### config.mk
export PLATFORM = sky130hd
export DESIGN_NAME = personality_prom_bit_access
export DESIGN_NICKNAME = d
export VERILOG_FILES = /design/src/shared/prom_bit_pkg.sv /design/src/hdl/personality_prom_bit_access.sv
export SDC_FILE = /design/constraint.sdc
export NUM_CORES = 1
export LEC_CHECK = 0
export BUFFER_PORTS_ARGS = -buffer_cell sky130_fd_sc_hd__buf_2
export CAP_MARGIN = 40
export CORE_MARGIN = 2
export CORE_UTILIZATION = 41
export CTS_BUF_LIST = sky130_fd_sc_hd__clkbuf_2 sky130_fd_sc_hd__clkbuf_4 sky130_fd_sc_hd__clkbuf_8
export DETAILED_ROUTE_END_ITERATION = 7
export PLACE_DENSITY_LB_ADDON = 0.1
export SLEW_MARGIN = 0
export SYNTH_ARGS = -nofsm -noshare
export SYNTH_HDL_FRONTEND = slang
export SYNTH_SLANG_ARGS = --single-unit
### constraint.sdc
create_clock -name mclk -period 1.9 [get_ports mclk]
set_input_delay 0.38 -clock mclk [delete_from_list [all_inputs] [get_ports mclk]]
set_output_delay 0.38 -clock mclk [all_outputs]
set_load 0.005 [all_outputs]
### src/shared/prom_bit_pkg.sv
// Package: register map, field layout and bus types for the personality prom access block
package prom_bit_pkg;
  localparam int          ADDR_W          = 4;
  localparam logic [3:0]  CELL_SEL_ADDR   = 4'h0;   // Cell select register byte address
  localparam logic [3:0]  STAT_CTRL_ADDR  = 4'h4;   // Status and control register byte address
  localparam int          ROW_LSB         = 0;
  localparam int          COL_LSB         = 3;
  localparam int          IDX_W           = 3;
  localparam int          SEL_W           = 6;
  localparam logic [7:0]  CELL_SEL_RST    = 8'h00;
  localparam int          SC_PGM_BIT      = 1;      // Program supply enable position
  localparam int          SC_ROWZ_BIT     = 2;      // First row flag position
  localparam int          SC_DATA_BIT     = 7;      // Sensed cell value position
  localparam logic [1:0]  RESP_OKAY       = 2'h0;
  localparam logic [1:0]  RESP_SLVERR     = 2'h2;

  // Decoded cell position
  typedef struct packed {
    logic [IDX_W-1:0] col;
    logic [IDX_W-1:0] row;
  } cell_pos_s;

  // Write channel pair
  typedef struct packed {
    logic [ADDR_W-1:0] addr;
    logic [31:0]       data;
    logic [3:0]        strb;
  } wr_req_s;
endpackage : prom_bit_pkg

### src/hdl/personality_prom_bit_access.sv
// Module: AXI4-Lite register access to a 64-cell personality prom
`timescale 1ns/1ps
module personality_prom_bit_access (
  input  wire logic        mclk,          // Bus clock, 250 MHz
  input  wire logic        arst_n,        // Asynchronous reset, active low
  input  wire logic [3:0]  s_awaddr,      // Write address
  input  wire logic        s_awvalid,     // Write address valid
  output logic             s_awready,     // Write address ready
  input  wire logic [31:0] s_wdata,       // Write data
  input  wire logic [3:0]  s_wstrb,       // Write byte strobes
  input  wire logic        s_wvalid,      // Write data valid
  output logic             s_wready,      // Write data ready
  output logic [1:0]       s_bresp,       // Write response
  output logic             s_bvalid,      // Write response valid
  input  wire logic        s_bready,      // Write response ready
  input  wire logic [3:0]  s_araddr,      // Read address
  input  wire logic        s_arvalid,     // Read address valid
  output logic             s_arready,     // Read address ready
  output logic [31:0]      s_rdata,       // Read data
  output logic [1:0]       s_rresp,       // Read response
  output logic             s_rvalid,      // Read data valid
  input  wire logic        s_rready,      // Read data ready
  output logic [5:0]       cellRow,       // One-hot-free row index to array
  output logic [5:0]       cellSelect,    // Selected cell index to array
  input  wire logic        senseIn,       // Sense amplifier output, async
  output logic             programSupplyEnable // Enable toward high-voltage switch
);

  //////////////////////////////////////////////////////////////////////////////
  // Storage

  logic [7:0]  cellSel_q;                 // Cell select register
  logic        pgm_q;                     // Program supply enable bit
  logic        senseMeta_q;               // Sense synchroniser stage one
  logic        sensed_q;                  // Sensed cell value
  logic        awHeld_q;
  logic        wHeld_q;
  prom_bit_pkg::wr_req_s wr_q;
  prom_bit_pkg::cell_pos_s pos;

  // Split a select value into row and column
  function automatic prom_bit_pkg::cell_pos_s decode_sel(input logic [7:0] sel);
    prom_bit_pkg::cell_pos_s p;
    p.row = sel[prom_bit_pkg::ROW_LSB +: prom_bit_pkg::IDX_W];
    p.col = sel[prom_bit_pkg::COL_LSB +: prom_bit_pkg::IDX_W];
    return p;
  endfunction : decode_sel

  //////////////////////////////////////////////////////////////////////////////
  // Array side

  // Plain binary increment of the select value walks rows then columns
  assign pos        = decode_sel(cellSel_q);
  assign cellSelect = {pos.col, pos.row};
  assign cellRow    = {3'h0, pos.row};
  // Enable depends only on the control bit, never on the sensed value
  assign programSupplyEnable = pgm_q;

  // Sense bit has no reset so reset leaves it as it was; erased cells sense low
  always_ff @(posedge mclk) begin
    senseMeta_q <= senseIn;
    sensed_q    <= senseMeta_q;
  end

  //////////////////////////////////////////////////////////////////////////////
  // Write channel

  logic wrFire;
  logic wrHit;
  logic [3:0]  wAddr;
  logic [31:0] wData;
  logic [3:0]  wStrb;

  // Address and data can arrive in either order; each is held once taken
  assign s_awready = !awHeld_q && !s_bvalid;
  assign s_wready  = !wHeld_q && !s_bvalid;
  assign wAddr  = awHeld_q ? wr_q.addr : s_awaddr;
  assign wData  = wHeld_q ? wr_q.data : s_wdata;
  assign wStrb  = wHeld_q ? wr_q.strb : s_wstrb;
  assign wrFire = (awHeld_q || (s_awvalid && s_awready)) &&
                  (wHeld_q || (s_wvalid && s_wready));
  assign wrHit  = (wAddr == prom_bit_pkg::CELL_SEL_ADDR) ||
                  (wAddr == prom_bit_pkg::STAT_CTRL_ADDR);

  // Capture of each half of a write
  always_ff @(posedge mclk or negedge arst_n) begin
    if (!arst_n) begin
      awHeld_q <= 1'b0;
      wHeld_q  <= 1'b0;
      wr_q     <= '0;
    end else if (wrFire) begin
      awHeld_q <= 1'b0;
      wHeld_q  <= 1'b0;
    end else begin
      if (s_awvalid && s_awready) begin
        awHeld_q     <= 1'b1;
        wr_q.addr    <= s_awaddr;
      end
      if (s_wvalid && s_wready) begin
        wHeld_q      <= 1'b1;
        wr_q.data    <= s_wdata;
        wr_q.strb    <= s_wstrb;
      end
    end
  end

  // Write response, unmapped address answers SLVERR
  always_ff @(posedge mclk or negedge arst_n) begin
    if (!arst_n) begin
      s_bvalid <= 1'b0;
      s_bresp  <= prom_bit_pkg::RESP_OKAY;
    end else if (wrFire) begin
      s_bvalid <= 1'b1;
      s_bresp  <= wrHit ? prom_bit_pkg::RESP_OKAY : prom_bit_pkg::RESP_SLVERR;
    end else if (s_bready) begin
      s_bvalid <= 1'b0;
    end
  end

  //////////////////////////////////////////////////////////////////////////////
  // Registers

  // Full byte stored, top two bits are spare storage only
  always_ff @(posedge mclk or negedge arst_n) begin
    if (!arst_n) begin
      cellSel_q <= prom_bit_pkg::CELL_SEL_RST;
    end else if (wrFire && wAddr == prom_bit_pkg::CELL_SEL_ADDR && wStrb[0]) begin
      cellSel_q <= wData[7:0];
    end
  end

  // Program control bit; cell goes to 1 while set, software times the pulse
  always_ff @(posedge mclk or negedge arst_n) begin
    if (!arst_n) begin
      pgm_q <= 1'b0;
    end else if (wrFire && wAddr == prom_bit_pkg::STAT_CTRL_ADDR && wStrb[0]) begin
      pgm_q <= wData[prom_bit_pkg::SC_PGM_BIT];
    end
  end

  //////////////////////////////////////////////////////////////////////////////
  // Read channel

  logic [7:0] statCtrl;

  // Row-zero flag decoded live from the select register
  always_comb begin
    statCtrl = 8'h00;
    statCtrl[prom_bit_pkg::SC_DATA_BIT] = sensed_q;
    statCtrl[prom_bit_pkg::SC_PGM_BIT]  = pgm_q;
    statCtrl[prom_bit_pkg::SC_ROWZ_BIT] = (pos.row == 3'h0);
  end

  assign s_arready = !s_rvalid;

  // One read at a time, data registered on acceptance
  always_ff @(posedge mclk or negedge arst_n) begin
    if (!arst_n) begin
      s_rvalid <= 1'b0;
      s_rdata  <= 32'h0000_0000;
      s_rresp  <= prom_bit_pkg::RESP_OKAY;
    end else if (s_arvalid && s_arready) begin
      s_rvalid <= 1'b1;
      s_rresp  <= prom_bit_pkg::RESP_OKAY;
      if (s_araddr == prom_bit_pkg::CELL_SEL_ADDR) begin
        s_rdata <= {24'h000000, cellSel_q};
      end else if (s_araddr == prom_bit_pkg::STAT_CTRL_ADDR) begin
        s_rdata <= {24'h000000, statCtrl};
      end else begin
        s_rdata <= 32'h0000_0000;
        s_rresp <= prom_bit_pkg::RESP_SLVERR;
      end
    end else if (s_rready) begin
      s_rvalid <= 1'b0;
    end
  end

endmodule : personality_prom_bit_access

==> results.md <==
- Clock Skew: 8.16 ps
- Mapped Cells: 152
- DR DRC count: 0
- Setup violators final: 0
- Fmax: 547 MHz
- Remaining global-route overflow: 0
- Initial Utilization: 0.430
- Root Buffer: clkbuf_8
- Io pins: 106
- Number of port buffers: 49
- Finished Core Util: 0.506
- Routability Congestion: 0.777
- Critical path arrival: 2000 ps
- Nets: 256
- Power density cells: 1330 nW/um^2
- Post-synth top area share: 0.475
- HPWL Detailed: 2.46 mm
- Area Overhead vs Synth: 17.7%
- Max-Cap Viols: 0
- Final Hold Fails: 0
- FP Rows: 24
- Ys flop type: dfrtp_1
- Critical path's slowest cell: or4b_1
- Clk_lat worst skew: 280 ps
- Worst path required time: 2070 ps
- Synthesis Warnings: 0
- Clock sink total: 38
- Sequential-to-total area share from yosys stat: 0.496
- Cell breakdown of the critical path: buf_4 > mux2i_2 > or4b_1 > buf_6 > mux2_4
- CP peak stage delay: 470 ps
- CTS HTree Levels: 2
- Clk buf depth: 2
- Layout cells sized above 1: 0.493
- Placed cells: 249
- Initial antenna violation count: 0
- Avg Vias per Cell: 4.63
- Startpoint types: flip-flop
- VDD IR max: 642 uV
- DR WL/cell: 12.2 um
- Yosys top cell by area: dfrtp_1
- CTS Buf Count: 5
- Post-Layout Cell Count: 257
- Initial DRC count: 48
- Slew Limit Fails: 0
- Core area: 4410 um^2
- Die Width: 72.0 um
- Critical Path Sink Type: flip-flop
- Tightest Hold Check Type: input port to async pin
- Largest registers: wr_q: 13 flops, cellSel_q: 8 flops, s_rdata: 8 flops
- Period minus WS final: 1830 ps
- Final ANT Viol Nets: 0
- Ant. Diodes: 0
- Synth unique cells: 26
- Clock-pin slew on the worst setup and hold paths: 80 ps
- Reg with most FFs: wr_q
- Status: finished clean
- Mapped Area: 1900 um^2
- WS Path Type: flip-flop to flip-flop
- Number of synthesized flops with an enable pin: 0
- Chip Height: 72.0 um
- Vias in the first global route: 1037
- Vias: 1189
- Worst-path fanout max: 8
- Worst R2R Setup Slack: 70 ps
- Yosys reg bits: 38
- CTS tree: yes
- Max reg flops: 13
- DRT Pass-1 Iters: 2
- Static Leakage: 0.00116 uW
- Largest net degree at the start of global routing: 37
- Ys async rst share: 0.947
- Tcrit/Tclk final: 0.962
- CTS Hold Bufs: 0
- First-pass GRT wire length: 4.84 mm
- Final wirelength: 3.14 mm
- Critical path's top delay family: multiplexers
- Synthesized area per cell: 12.5 um^2
- CP bufs+invs: 2
- Area of the die: 5190 um^2
- Synth area leaders: dfrtp_1, buf_4, mux2_2
- Total GRT Usage: 0.122
## through the flow
stage,instance area (um^2),hold slack [ps],total power (uW),setup TNS [ps],setup WS [ps]
finish,2230,125,2970,0,71.7
floorplan,2000,84.4,1930,0,51.8
global placement,2080,312,2120,-696,-87.7
CTS,2230,139,3010,0,43.7
detailed placement,2080,313,2160,-710,-95.4
global route,2230,161,3150,-14.5,-3.87
## final cells by class
cell class                      count  area, um^2
Clock buffer                        6        82.6
Clock inverter                      2        60.1
Fill cell                         393        2180
Inverter                            3        11.3
Multi-Input combinational cell     98         757
Sequential cell                    38         941
Tap cell                           52        65.1
Timing Repair Buffer               58         317
## cell usage after synthesis, types with 3 or more instances
| library cell | n |
|---|---|
| nor2_1 | 4 |
| nand2_1 | 4 |
| buf_4 | 38 |
| mux2_2 | 24 |
| mux2i_1 | 4 |
| dfrtp_1 | 36 |
| a22o_1 | 5 |
| nor4_1 | 3 |
| inv_1 | 3 |
| o31ai_1 | 3 |
| mux2_4 | 8 |
## layer usage
layer  global-route usage  up-vias  wire, um
met3               0.0444        4       251
met1                0.143      563      1320
li1                     -      565         -
met2                0.207       57      1530
met4               0.0440        0        42
met5                    0        -         0
## cells by family (layout without fill, tap and decap cells)
| family | Yosys count | in the layout | synth area share |
|---|---|---|---|
| AO/OA/AOI/OAI | 13 | 13 | 0.0501 |
| buffers and inverters | 44 | 69 | 0.166 |
| flip-flops | 38 | 38 | 0.496 |
| multiplexers | 36 | 36 | 0.227 |
| other | 1 | 29 | 0.00198 |
| AND/OR/NAND/NOR | 20 | 20 | 0.0593 |
## layout by cell type (no fill, tap or decap)
| master | Yosys | routed |
|---|---|---|
| buf_2 | 0 | 49 |
| nor4_1 | 3 | 2 |
| mux2_4 | 8 | 8 |
| mux2i_1 | 4 | 3 |
| or3_1 | 1 | 1 |
| nor2b_1 | 2 | 2 |
| nor2_1 | 4 | 4 |
| a22o_1 | 5 | 5 |
| nor4b_2 | 1 | 1 |
| dfrtp_1 | 36 | 36 |
| bufinv_16 | 0 | 2 |
| mux2i_2 | 0 | 1 |
| clkbuf_8 | 0 | 6 |
| nand3_1 | 2 | 2 |
| a21oi_1 | 1 | 1 |
| o21ai_0 | 2 | 2 |
| nor3_1 | 2 | 2 |
| inv_1 | 3 | 3 |
| o21a_1 | 1 | 1 |
| conb_1 | 1 | 29 |
| or4b_1 | 1 | 1 |
| buf_6 | 1 | 1 |
| mux2_2 | 24 | 24 |
| o31ai_1 | 3 | 3 |
| buf_4 | 38 | 8 |
| o22ai_1 | 1 | 1 |
| nand2_1 | 4 | 4 |
| dfxtp_1 | 2 | 2 |
| nor4_2 | 0 | 1 |
## path summary, 6_finish.rpt
path,start,end,cells after the start
worst max register to register,awHeld_q,cellSel_q[7],5
max in group asynchronous,arst_n,wr_q[38],2
worst min register to register,senseMeta_q,sensed_q,0
worst min-delay path,arst_n,s_rresp[1],2
min in group mclk,senseIn,senseMeta_q,1
worst max-delay path,awHeld_q,cellSel_q[7],5
## worst register-to-register path: stages, from the launching register on
cell and delay (ps):
dfrtp_1 400, buf_4 160, mux2i_2 220, or4b_1 470
buf_6 170, mux2_4 300
## timing repair
action                                  4_1_cts  5_1_grt
gates resized for setup                       2        1
buffers inserted                              0        0
pin swaps                                     1        0
cloned                                        0        0
endpoints found under the setup margin        8        8
## power by group
group | internal [uW] | switching [uW] | total, uW | leakage [uW]
Clock | 560 | 270 | 830 | 0.0000714
Combinational | 544 | 347 | 891 | 0.000615
Sequential | 1070 | 180 | 1250 | 0.000470
(Power assumes the default switching activity.)
